===== src/logic/rci_pkg.sv =====
// Constants, register map and event encoding of the reset cause indicator.
// Assumes a 32-bit APB slave port and event strobes on the same clock.
package rci_pkg;

    // ==================================================================
    // Bus and register map
    localparam int unsigned RCI_ADDR_W       = 12;
    localparam int unsigned RCI_DATA_W       = 32;
    localparam logic [11:0] RCI_CAUSE_OFS    = 12'h000;
    localparam logic [11:0] RCI_IRQ_STAT_OFS = 12'h004;
    localparam logic [11:0] RCI_IRQ_MASK_OFS = 12'h008;

    // ==================================================================
    // Cause status layout: four flags in bits 7..4, bits 3..0 reserved.
    localparam int unsigned RCI_POR_BIT   = 7;
    localparam int unsigned RCI_STOP_BIT  = 6;
    localparam int unsigned RCI_WDOG_BIT  = 5;
    localparam int unsigned RCI_XRST_BIT  = 4;
    localparam int unsigned RCI_FLAG_LSB  = 4;
    localparam int unsigned RCI_FLAG_W    = 4;
    localparam logic [3:0]  RCI_RSVD_VAL  = 4'h0;

    // Flag patterns, ordered {power_on, stop_recovery, watchdog, external}.
    localparam logic [3:0] RCI_CAUSE_RST = 4'h8;
    localparam logic [3:0] RCI_ROW_POR   = 4'h8;
    localparam logic [3:0] RCI_ROW_XRST  = 4'h1;
    localparam logic [3:0] RCI_ROW_WDOG  = 4'h2;
    localparam logic [3:0] RCI_ROW_OCD   = 4'h8;
    localparam logic [3:0] RCI_ROW_DPIN  = 4'h8;
    localparam logic [3:0] RCI_ROW_GPIO  = 4'h4;
    localparam logic [3:0] RCI_ROW_WWAKE = 4'h6;
    localparam logic [3:0] RCI_ROW_CLR   = 4'h0;

    // ==================================================================
    // Interrupt status and mask layout, one bit per event kind.
    localparam int unsigned RCI_NUM_EVT    = 7;
    localparam int unsigned RCI_IRQ_POR    = 0;
    localparam int unsigned RCI_IRQ_XRST   = 1;
    localparam int unsigned RCI_IRQ_OCD    = 2;
    localparam int unsigned RCI_IRQ_DPIN   = 3;
    localparam int unsigned RCI_IRQ_WDOG   = 4;
    localparam int unsigned RCI_IRQ_WWAKE  = 5;
    localparam int unsigned RCI_IRQ_GPIO   = 6;
    localparam logic [6:0]  RCI_IRQ_RST    = 7'h00;
    localparam logic [6:0]  RCI_MASK_RST   = 7'h00;

    // ==================================================================
    // Winning event of one cycle, highest priority first.
    typedef enum logic [2:0] {
        RCI_EVT_NONE  = 3'b000,
        RCI_EVT_POR   = 3'b001,
        RCI_EVT_XRST  = 3'b010,
        RCI_EVT_OCD   = 3'b011,
        RCI_EVT_DPIN  = 3'b100,
        RCI_EVT_WDOG  = 3'b101,
        RCI_EVT_WWAKE = 3'b110,
        RCI_EVT_GPIO  = 3'b111
    } rci_evt_e;

endpackage


===== src/logic/rci_apb_port.sv =====
// APB slave timing: one wait-free access phase after every setup.
// Assumes a master that follows the APB setup and access sequence.
module rci_apb_port #(
    parameter int unsigned DATA_W = 32
) (
    input  wire logic              pclk,
    input  wire logic              presetn,
    input  wire logic              psel,
    input  wire logic              penable,
    input  wire logic              pwrite,
    input  wire logic              addr_ok,
    input  wire logic [DATA_W-1:0] rdata_in,
    output logic      [DATA_W-1:0] prdata,
    output logic                   pready,
    output logic                   pslverr,
    output logic                   wr_done,
    output logic                   rd_done
);

    logic [DATA_W-1:0] prdata_reg;
    logic              pready_reg;
    logic              pslverr_reg;

    wire setup = psel & ~penable;
    wire done  = psel & penable & pready_reg;

    assign prdata  = prdata_reg;
    assign pready  = pready_reg;
    assign pslverr = pslverr_reg;
    assign wr_done = done & pwrite & ~pslverr_reg;
    assign rd_done = done & ~pwrite & ~pslverr_reg;

    // Read data is captured in the setup cycle and held through the access.
    always_ff @(posedge pclk or negedge presetn) begin
        if (!presetn) begin
            prdata_reg  <= '0;
            pready_reg  <= 1'b0;
            pslverr_reg <= 1'b0;
        end else begin
            pready_reg <= setup;
            if (setup) begin
                prdata_reg  <= (addr_ok && !pwrite) ? rdata_in : '0;
                pslverr_reg <= ~addr_ok;
            end
        end
    end

endmodule


===== src/logic/rci_sticky_vec.sv =====
// Vector of sticky event bits, cleared by writing ones.
// Assumes set strobes and clear requests on the same clock.
module rci_sticky_vec #(
    parameter int unsigned W = 7,
    parameter logic [W-1:0] RST_VAL = '0
) (
    input  wire logic         pclk,
    input  wire logic         presetn,
    input  wire logic [W-1:0] set,
    input  wire logic         clr_en,
    input  wire logic [W-1:0] clr_data,
    output logic      [W-1:0] q
);

    logic [W-1:0] q_reg;
    logic [W-1:0] q_next;
    wire  [W-1:0] clr_bits = clr_en ? clr_data : {W{1'b0}};

    // A set in the clearing cycle wins over the clear.
    assign q_next = (q_reg & ~clr_bits) | set;
    assign q      = q_reg;

    always_ff @(posedge pclk or negedge presetn) begin
        if (!presetn) begin
            q_reg <= RST_VAL;
        end else begin
            q_reg <= q_next;
        end
    end

endmodule


===== src/logic/rci_top.sv =====
// Reset cause indicator: flags that record the last reset or wake source.
// Assumes event strobes are one-cycle pulses from logic on pclk.
//
// What this block does, and what software must do
// RULE1: power-on sets flag; watchdog, stop recovery clear
// RULE2: reading status clears the power-on flag
// RULE3: stop recovery sets the stop-recovery flag
// RULE4: stop plus watchdog flags mark watchdog wake
// RULE5: power-on or running watchdog clears stop flag
// RULE6: reading status clears stop and watchdog flags
// RULE7: watchdog sets flag; power-on, pin wake clear
// RULE8: software reads status before clearing watchdog interrupt
// RULE9: external reset sets flag; power-on, wake, read clear
// RULE10: external reset leaves only the external flag
// RULE11: running watchdog reset leaves only watchdog flag
// RULE12: debugger reset leaves only the power-on flag
// RULE13: debug pin wake leaves only power-on flag
// RULE14: input pin wake leaves only stop flag
// RULE15: watchdog wake leaves stop and watchdog flags
// RULE16: reserved bits read zero, writes are ignored
module rci_top (
    input  wire logic                           pclk,
    input  wire logic                           presetn,
    input  wire logic                           psel,
    input  wire logic                           penable,
    input  wire logic                           pwrite,
    input  wire logic [rci_pkg::RCI_ADDR_W-1:0] paddr,
    input  wire logic [rci_pkg::RCI_DATA_W-1:0] pwdata,
    output logic      [rci_pkg::RCI_DATA_W-1:0] prdata,
    output logic                                pready,
    output logic                                pslverr,
    input  wire logic                           por_event,
    input  wire logic                           pin_reset_event,
    input  wire logic                           ocd_reset_req,
    input  wire logic                           debug_pin_wake,
    input  wire logic                           wdog_timeout,
    input  wire logic                           in_stop_mode,
    input  wire logic                           gpio_wake,
    output logic                                irq
);
    import rci_pkg::*;

    // ==================================================================
    // Event classification
    logic [RCI_FLAG_W-1:0]  cause_reg;
    logic [RCI_FLAG_W-1:0]  cause_next;
    logic [RCI_NUM_EVT-1:0] mask_reg;
    logic [RCI_NUM_EVT-1:0] irq_stat;
    logic                   irq_reg;
    rci_evt_e               evt_kind;
    logic [RCI_FLAG_W-1:0]  evt_row;

    wire wdog_run  = wdog_timeout & ~in_stop_mode; // RULE5
    wire wdog_wake = wdog_timeout & in_stop_mode;  // RULE4

    // The highest-priority event of the cycle decides the new flag pattern.
    assign evt_kind = por_event       ? RCI_EVT_POR   :
                      pin_reset_event ? RCI_EVT_XRST  : // RULE9
                      ocd_reset_req   ? RCI_EVT_OCD   :
                      debug_pin_wake  ? RCI_EVT_DPIN  :
                      wdog_run        ? RCI_EVT_WDOG  : // RULE7
                      wdog_wake       ? RCI_EVT_WWAKE :
                      gpio_wake       ? RCI_EVT_GPIO  : RCI_EVT_NONE;

    always_comb begin
        case (evt_kind)
            RCI_EVT_POR:   evt_row = RCI_ROW_POR;   // RULE1
            RCI_EVT_XRST:  evt_row = RCI_ROW_XRST;  // RULE10
            RCI_EVT_OCD:   evt_row = RCI_ROW_OCD;   // RULE12
            RCI_EVT_DPIN:  evt_row = RCI_ROW_DPIN;  // RULE13
            RCI_EVT_WDOG:  evt_row = RCI_ROW_WDOG;  // RULE11
            RCI_EVT_WWAKE: evt_row = RCI_ROW_WWAKE; // RULE15
            RCI_EVT_GPIO:  evt_row = RCI_ROW_GPIO;  // RULE14
            default:       evt_row = cause_reg;
        endcase
    end

    // ==================================================================
    // Register bus
    logic [RCI_DATA_W-1:0] rdata_mux;
    logic                  wr_done;
    logic                  rd_done;

    wire sel_cause = (paddr == RCI_CAUSE_OFS);
    wire sel_stat  = (paddr == RCI_IRQ_STAT_OFS);
    wire sel_mask  = (paddr == RCI_IRQ_MASK_OFS);
    wire addr_ok   = sel_cause | sel_stat | sel_mask;

    wire [RCI_DATA_W-1:0] cause_word = {{(RCI_DATA_W-8){1'b0}}, cause_reg, RCI_RSVD_VAL}; // RULE16
    wire [RCI_DATA_W-1:0] stat_word  = {{(RCI_DATA_W-RCI_NUM_EVT){1'b0}}, irq_stat};
    wire [RCI_DATA_W-1:0] mask_word  = {{(RCI_DATA_W-RCI_NUM_EVT){1'b0}}, mask_reg};

    assign rdata_mux = sel_cause ? cause_word :
                       sel_stat  ? stat_word  :
                       sel_mask  ? mask_word  : '0;

    rci_apb_port #(
        .DATA_W   (RCI_DATA_W)
    ) u_apb (
        .pclk     (pclk),
        .presetn  (presetn),
        .psel     (psel),
        .penable  (penable),
        .pwrite   (pwrite),
        .addr_ok  (addr_ok),
        .rdata_in (rdata_mux),
        .prdata   (prdata),
        .pready   (pready),
        .pslverr  (pslverr),
        .wr_done  (wr_done),
        .rd_done  (rd_done)
    );

    wire cause_rd  = rd_done & sel_cause;
    wire cause_wr  = wr_done & sel_cause;
    wire stat_wr   = wr_done & sel_stat;
    wire mask_wr   = wr_done & sel_mask;
    wire evt_any   = (evt_kind != RCI_EVT_NONE);

    // A read only clears what it returned: a pattern loaded after the
    // capture of the read data survives the clearing edge.
    wire rd_match  = (cause_reg == prdata[RCI_FLAG_LSB +: RCI_FLAG_W]);
    wire rd_clear  = cause_rd & rd_match;

    // ==================================================================
    // Cause flags
    // An event in the read-clear cycle wins; bus writes never reach here.
    assign cause_next = evt_any  ? evt_row     : // RULE3
                        rd_clear ? RCI_ROW_CLR : // RULE2
                        cause_reg;

    always_ff @(posedge pclk or negedge presetn) begin
        if (!presetn) begin
            cause_reg <= RCI_CAUSE_RST;
        end else begin
            cause_reg <= cause_next; // RULE6
        end
    end

    // ==================================================================
    // Interrupts
    wire [RCI_NUM_EVT-1:0] evt_vec = {gpio_wake, wdog_wake, wdog_run, debug_pin_wake,
                                      ocd_reset_req, pin_reset_event, por_event};

    rci_sticky_vec #(
        .W        (RCI_NUM_EVT),
        .RST_VAL  (RCI_IRQ_RST)
    ) u_irq_stat (
        .pclk     (pclk),
        .presetn  (presetn),
        .set      (evt_vec),
        .clr_en   (stat_wr),
        .clr_data (pwdata[RCI_NUM_EVT-1:0]),
        .q        (irq_stat)
    );

    always_ff @(posedge pclk or negedge presetn) begin
        if (!presetn) begin
            mask_reg <= RCI_MASK_RST;
            irq_reg  <= 1'b0;
        end else begin
            if (mask_wr) begin
                mask_reg <= pwdata[RCI_NUM_EVT-1:0];
            end
            irq_reg <= |(irq_stat & mask_reg);
        end
    end

    assign irq = irq_reg;
endmodule


===== config.mk =====
export PLATFORM = sky130hd
export DESIGN_NAME = rci_top
export DESIGN_NICKNAME = d
export VERILOG_FILES = /design/src/logic/rci_pkg.sv /design/src/logic/rci_apb_port.sv /design/src/logic/rci_sticky_vec.sv /design/src/logic/rci_top.sv
export SDC_FILE = /design/constraint.sdc
export NUM_CORES = 1
export LEC_CHECK = 0
export BUFFER_PORTS_ARGS = -buffer_cell sky130_fd_sc_hd__buf_2
export CAP_MARGIN = 20
export CORE_MARGIN = 1.5
export CORE_UTILIZATION = 40
export CTS_CLUSTER_SIZE = 14
export DETAILED_ROUTE_END_ITERATION = 7
export PLACE_DENSITY = 0.86
export SLEW_MARGIN = 20
export SYNTH_ARGS = -nofsm -noshare
export SYNTH_HDL_FRONTEND = slang
export SYNTH_SLANG_ARGS = --single-unit

===== constraint.sdc =====
create_clock -name pclk -period 1.7 [get_ports pclk]
set_input_delay 0.085 -clock pclk [delete_from_list [all_inputs] [get_ports pclk]]
set_output_delay 0.085 -clock pclk [all_outputs]
set_load 0.02 [all_outputs]

# Word level (Yosys, flattened, before mapping)
# Cells that the tools add are included.
op_classes:
  n_eq_ne: 11
  mux: 15
  bitwise_logic: 24
  n_reduce_logical: 8
ops:
  columns: ["cell", "n"]
  rows:
  - ["2-to-1 mux 3 bit", 7]
  - ["2-to-1 mux 7 bit", 3]
  - ["case mux 4 bit (5 select lines)", 1]
  - ["2-to-1 mux 8 bit", 2]
  - ["AND 7 bit", 2]
  - ["AND 1 bit", 13]
  - ["== test 12 x 3 -> 1 bit, second input constant", 1]
  - ["== test 12 x 4 -> 1 bit, second input constant", 1]
  - ["== test 3 bit, second input constant", 4]
  - ["logical NOT 12 bit", 1]
  - ["2-to-1 mux 4 bit", 2]
  - ["inverter 7 bit", 1]
  - ["bitwise OR 7 bit", 1]
  - ["OR reduction 7 bit", 1]
  - ["== test 3 x 2 -> 1 bit, second input constant", 2]
  - ["inequality test 6 x 2 -> 1 bit, second input constant", 1]
  - ["inverter 1 bit", 5]
  - ["== test 4 bit", 1]
  - ["== test 3 x 1 -> 1 bit, second input constant", 1]
  - ["nonzero test 3 bit", 1]
  - ["OR reduction 3 bit", 1]
  - ["bitwise OR 1 bit", 2]
  - ["AND reduction 2 bit", 1]
  - ["nonzero test 2 bit", 1]
  - ["2 further kinds", 2]
totals:
  ff_bits: 53
  in_bits: 56
  word_cells: 65

# Logic depth before layout (Yosys ltp)
# Gate-level depths: netlist of the first run.
depth:
  ltp_word: 11
  mapped_depth: 6

# Hierarchy
# Synthesis of the first run repeated with hierarchy kept, for this count alone.
unflattened:
  cells_unflattened: 192
  area_unflattened_um2: 2299.7
by_module_without_submodules:
  columns: ["mod", "n_inst", "cells_each", "area_per_inst_um2"]
  rows:
  - ["rci_apb_port", 1, 83, 1255.0]
  - ["rci_top", 1, 88, 790.8]
  - ["rci_sticky_vec", 1, 21, 254.0]

# Worst setup path after synthesis of the first run
# Ideal clock, no wire load.
synth_timing:
  path_type: "register to register"
  start: "register u_apb.pslverr_reg, in the netlist u_apb.pslverr"
  end: "register mask_reg[0]"
  setup_ns: 0.125
  arrival_time_ns: 1.748
  required_ns: 1.575
  setup_slack_ns: -0.174
  stages_incl_launch_ff: 6
  path_cell_list: "dfrtp_1 nand4b_1 nor4_4 and2_1 buf_6 mux2_4"
synth_via:
  elab_chain_len: 3
synth_lines:
  columns: ["element", "line_no", "rtl"]
  rows:
  - ["start, declared", "rci_apb_port.sv:22", "logic pslverr_reg;"]
  - ["start signal, assigned", "rci_apb_port.sv:43", "pslverr_reg <= ~addr_ok;"]
  - ["inverter 1 bit", "rci_apb_port.sv:30", "assign wr_done = done & pwrite & ~pslverr_reg;"]
  - ["AND 1 bit", "rci_apb_port.sv:30", null]
  - ["AND 1 bit", "rci_top.sv:117", "wire mask_wr = wr_done & sel_mask;"]
  - ["end signal, assigned", "rci_top.sv:163", "mask_reg <= pwdata[RCI_NUM_EVT-1:0];"]
  - ["end, declared", "rci_top.sv:47", "logic [RCI_NUM_EVT-1:0] mask_reg;"]
# Every way passes these cells.
# A chain may end at the register's enable or synchronous reset.

# Worst setup path after layout of the first run
layout_timing:
  start: "register u_apb.pslverr_reg, in the netlist u_apb.pslverr"
  end: "register mask_reg[4]"
# Same word-level chain as after synthesis.

==> impl_results.md, run 1 <==
- Outcome: finished clean
- Chip width: 67.5 um
- Clock Tree Buf Depth: 2
- DRC Markers: 0
- Cell Rows: 23
- Number of max-cap violations: 0
- Final period util: 95.5%
- Initial antenna violation count: 0
- Main synth FF type: dfrtp_1
- Die area: 4550 um^2
- Setup TNS: 0 ps
- Worst Skew: 5.00 ps
- Simple-gate share of the synthesized area: 16.2%
- Final min period: 1620 ps
- Post-Syn Area per Cell: 10.8 um^2
- Post-Syn Area: 1660 um^2
- Starting DRT DRC Count: 67
- Fill cells: 369
- Setup CP Type: flop to flop
- Clock sink count: 29
- Placed cells: 251
- Design Area, Final: 2010 um^2
- Fmax: 616 MHz
- Post-Synth XOR/XNOR Area: 2.11%
- Library cells used by synthesis: 38
- WP data required: 1870 ps
- Layout cell share with drive strength beyond 1: 35.8%
- Clk_lat worst skew: 280 ps
- Critical path fanouts, max: 4
- Setup-failing EPs final: 0
- Async SR Flop Fraction: 100%
- Final Wtd Congestion: 0.863
- I/O pin count: 91
- Largest net degree at the start of global routing: 30
- Slew Limit Fails: 0
- Startpoint Class: flop
- WL per Instance: 14.5 um
- CTS clk-pin slew, worst paths: 60 ps
- Post-DP Area: 1890 um^2
- Buffers on Ports: 41
- Layout Cells excl Fill: 262
- Vias in the first global route: 1287
- Grt total ovfl: 0
- Main area contributors after synthesis: dfrtp_1, buf_4, mux2_4
- Total track usage: 18.0%
- Sequential area share after synthesis: 43.8%
- Root Buffer: clkbuf_8
- ANT cells: 0
- CTS H-tree depth: 2
- Worst-Margin Slew: 651 ps
- Vias per cell: 5.22
- Synthesis-stage register bit count: 29
- Routed wire length: 3810 um
- Max reg flops: 8
- Hold Vio Cnt, Final: 0
- Layout area overhead: 21.2%
- First-pass GRT wire length: 5840 um
- Final nets: 267
- Worst setup margin: 75.9 ps
- Mux cell area share after synthesis: 6.10%
- P per Cell Area: 730 nW/um^2
- CTS tree: done
- TritonRoute pass-1 iters: 6
- Relative slew slack: 56.6%
- Commonest cells after routing, fill and taps aside: buf_2, dfrtp_1, conb_1
- Die Y: 67.5 um
- Post-Synth Adder-Cell Area: 0%
- CTS Buf Count: 5
- Initial Utilization: 41.5%
- Area of the core: 4000 um^2
- Yosys Warn Count: 0
- Pleak: 0.948 nW
- Largest family of logic cells by synthesized area: compound AO/OA/AOI/OAI gates
- Post-synth top area share: 42.2%
- Worst EP arrival: 1800 ps
- Vias: 1368
- VDD IR-drop max: 0.499 mV
- Synth area leader: dfrtp_1
- Place WS: -118 ps
- Commonest non-fill, non-tap cell in the layout: buf_2
- Crit path capture type: flop
- EDFF count, synth: 0
- RSZ-0062 raised after global routing: false
- HPWL Detailed: 2810 um
- Worst Hold Class: input pin to flop
- Routed Antenna Nets: 0
- Post-synthesis compound-gate area fraction: 17.5%
- Mapped Cells: 154
power breakdown:
group / switching [W] / internal [W]
Combinational: 0.000119 / 0.0000564
Clock: 0.000264 / 0.000330
Sequential: 0.00000400 / 0.000697
Total: 0.000387 / 0.00108
metrics by stage:
stage / utilization [%] / total power (W) / hold slack (ps)
after floorplan: - / 0.000846 / -211
after global placement: 47.4 / 0.000879 / 129
after detailed placement: 47.4 / 0.000883 / 140
after CTS: 50.1 / 0.00148 / 0.448
after global routing: 50.4 / 0.00154 / 17.3
final: 50.4 / 0.00147 / 5.37
per-layer routing:
| layer | track usage (%) | up-vias | part of all wire [%] |
|---|---|---|---|
| li1 | - | 627 | - |
| met1 | 20.5 | 667 | 39 |
| met2 | 29.8 | 67 | 51 |
| met5 | 0 | - | 0 |
| met3 | 6.83 | 7 | 8.1 |
| met4 | 8.67 | 0 | 1.9 |
area by class of cell:
| type | count | area [um^2] | area share, % |
|---|---|---|---|
| tap | 50 | 62.6 | 3.11 |
| sequential | 29 | 727 | 36.1 |
| multi-input combinational | 112 | 790 | 39.2 |
| timing repair buffer | 55 | 315 | 15.7 |
| inverter | 8 | 30.0 | 1.49 |
| clock buffer | 8 | 90.1 | 4.47 |
cell families after synthesis:
family / after synthesis
and+or+nand+nor: 41
AOI/OAI and AO/OA: 36
buffers and inverters: 36
DFF: 29
muxes: 7
xor gates and xnor gates: 4
other: 1
final timing paths:
check	depth (start not counted)	from	endpoint	slack, ps
setup / recovery	5	u_apb.pslverr	mask_reg[4]	80
hold / removal	2	ocd_reset_req	u_irq_stat.q[2]	5
setup reg to reg	5	u_apb.pslverr	mask_reg[4]	80
hold reg to reg	1	u_apb.prdata[0]	u_apb.prdata[0]	490
max in group asynchronous	2	presetn	u_apb.prdata[3]	920
min in group asynchronous	2	presetn	u_apb.prdata[4]	360
critical path: stages, from the launching register on:
cell and delay (ps):
dfrtp_1 390, nand4b_1 270, nor4_4 230, and2_4 200, buf_4 140, mux2_4 300
cell usage after synthesis (2+ instances only):
| library cell | number |
|---|---|
| o21ai_0 | 5 |
| buf_4 | 24 |
| inv_1 | 8 |
| a32o_1 | 4 |
| o221a_1 | 3 |
| a22oi_1 | 2 |
| nand3_1 | 9 |
| a22o_1 | 10 |
| or4_4 | 3 |
| xnor2_1 | 4 |
| clkbuf_1 | 2 |
| dfrtp_1 | 28 |
| nand2b_1 | 5 |
| or3_1 | 2 |
| nand2_1 | 5 |
| o21ai_1 | 3 |
| nor3_1 | 2 |
| a21o_1 | 5 |
| mux2_4 | 6 |
| nor4_4 | 2 |
| nor2_1 | 5 |
what timing repair did:
action | in CTS | in global routing
resized for setup | 0 | 1
hold endpoints to repair | 29 | 0
hold buffers | 2 | 0
buffers inserted | 0 | 1
endpoints found under the setup margin | 0 | 3
No activity file was read; power rests on OpenSTA's default activity.
==> run 2, diff against run 1 <==
--- a/config.mk
+++ b/config.mk
@@ -12,6 +12,7 @@
 export CTS_CLUSTER_SIZE = 14
 export DETAILED_ROUTE_END_ITERATION = 7
 export PLACE_DENSITY = 0.86
+export SETUP_SLACK_MARGIN = 0.1
 export SLEW_MARGIN = 20
 export SYNTH_ARGS = -nofsm -noshare
 export SYNTH_HDL_FRONTEND = slang
==> run 2 against run 1 <==
  * Wire length decreased by 1.5%
  * Sequential share of layout area fell by 0.44 points
  * Critical path depth stayed put
  * Total power increased by 3.3%
==> impl_results.md, run 2 (synthesis results as in run 1) <==
- Number of max-cap violations: 0
- Layout Cells excl Fill: 261
- CTS H-tree depth: 2
- Seq pwr share: 46.1%
- CP Cell Sequence: nand4b_1 -> nor4_4 -> and2_4 -> buf_6 -> mux2_4
- Final nets: 266
- Final period util: 93.8%
- Area of the core: 4000 um^2
- Clock Power Share: 42.3%
- TritonRoute pass-1 iters: 4
- Die area: 4550 um^2
- Root Buffer: clkbuf_8
- Hold path cells: 2
- Max reg flops: 8
- Fmax: 627 MHz
- First-pass GRT wire length: 5900 um
- CTS tree: done
- Worst Skew: 5.36 ps
- Starting DRT DRC Count: 41
- RSZ-0062 raised after global routing: true
- Layout area overhead: 22.7%
- Crit path depth: 5
- CP peak stage delay: 370 ps
- Finished Core Util: 51.0%
- Hold Vio Cnt, Final: 0
- Place WS: -117 ps
- Outcome: finished clean
- Vias: 1297
- Net Sw Frac: 26.3%
- Setup CP Type: flop to flop
- Critical path fanouts, max: 4
- Setup-failing EPs final: 0
- Total track usage: 18.2%
- Cell Rows: 23
- Family with the most delay on the worst path: simple AND/OR/NAND/NOR gates
- Commonest non-fill, non-tap cell in the layout: buf_2
- Layout cell share with drive strength beyond 1: 37.0%
- Pleak: 0.955 nW
- DRC Markers: 0
- Worst reg-to-reg path cell count: 5
- VDD IR-drop max: 0.363 mV
- Grt total ovfl: 0
- Final min period: 1600 ps
- I/O pin count: 91
- P per Cell Area: 745 nW/um^2
- Chip width: 67.5 um
- Worst-Margin Slew: 619 ps
- Slew Limit Fails: 0
- Die Y: 67.5 um
- HPWL Detailed: 2870 um
- Final Wtd Congestion: 0.786
- Routed wire length: 3750 um
- Routed Antenna Nets: 0
- Worst EP arrival: 1770 ps
- Buffers on Ports: 41
- Placed cells: 250
- Worst Hold Class: input pin to flop
- Design Power: 0.00152 W
- Crit path capture type: flop
- Psw: 0.000400 W
- Clock sink count: 29
- CTS clk-pin slew, worst paths: 70 ps
- Slowest cell on the critical path: dfrtp_1
- Commonest cells after routing, fill and taps aside: buf_2, dfrtp_1, conb_1
- Largest net degree at the start of global routing: 30
- Internal power: 0.00112 W
- Worst setup margin: 105 ps
- Setup TNS: 0 ps
- Vias in the first global route: 1238
- Clk_lat worst skew: 290 ps
- Initial Utilization: 41.5%
- CTS Buf Count: 5
- WL per Instance: 14.4 um
- ANT cells: 0
- Initial antenna violation count: 0
- Relative slew slack: 58.7%
- Gate power share: 11.5%
- Buffer and inverter count on the worst path: 1
- WP data required: 1880 ps
- Startpoint Class: flop
- Vias per cell: 4.97
- Clock Tree Buf Depth: 2
[run 2: cell types whose count changed in the layout (fill, tap and decap cells not counted)]
cell	change
nor3_2	+1
clkbuf_8	+1
buf_6	+2
o31ai_4	+1
clkbuf_1	-2
o31ai_2	-1
clkinv_2	+1
nor3_1	-1
buf_4	-3
[run 2: cell type report]
cell class,count,area (um^2)
sequential,29,727
clock inverter,1,5.00
timing repair buffer,54,315
clock buffer,7,96.3
tap,50,62.6
multi-input combinational,112,803
fill,372,1960
inverter,8,30.0
[run 2: timing repair]
item,in CTS,in global routing
endpoints found under the hold margin,29,0
gates resized for setup,1,3
hold buffers,2,0
buffers inserted,1,0
endpoints found under the setup margin,6,7
[run 2: through the flow]
stage | hold slack, ps | cell area [um^2]
6_report | 13.3 | 2040
5_1_grt | 12.7 | 2040
4_1_cts | 11.8 | 2030
3_5_place_dp | 143 | 1900
3_3_place_gp | 132 | 1900
2_1_floorplan | -211 | 1760
[run 2: per-layer routing]
layer | track usage (%) | part of all wire (%) | up-vias
li1 | - | - | 622
met1 | 22.1 | 43 | 624
met2 | 29.7 | 50 | 44
met3 | 4.67 | 5.3 | 7
met4 | 9.69 | 1.7 | 0
met5 | 0 | 0 | -
[run 2: path summary, 6_finish.rpt]
check | to | slack (ps) | from
setup / recovery | mask_reg[0] | 100 | u_apb.pslverr
hold / removal | u_irq_stat.q[1] | 10 | pin_reset_event
setup reg to reg | mask_reg[0] | 100 | u_apb.pslverr
hold reg to reg | u_apb.prdata[2] | 500 | u_apb.prdata[2]
max in group asynchronous | u_apb.prdata[3] | 950 | presetn
min in group asynchronous | u_apb.prdata[2] | 340 | presetn
[run 2: power groups by stage]
stage               sequential (W)  combinational, W  clock [W]
floorplan                 0.000714          0.000133          0
global route              0.000701          0.000195   0.000681
finish                    0.000701          0.000175   0.000642
CTS                       0.000701          0.000175   0.000651
global placement          0.000713          0.000167          0
detailed placement        0.000713          0.000171          0
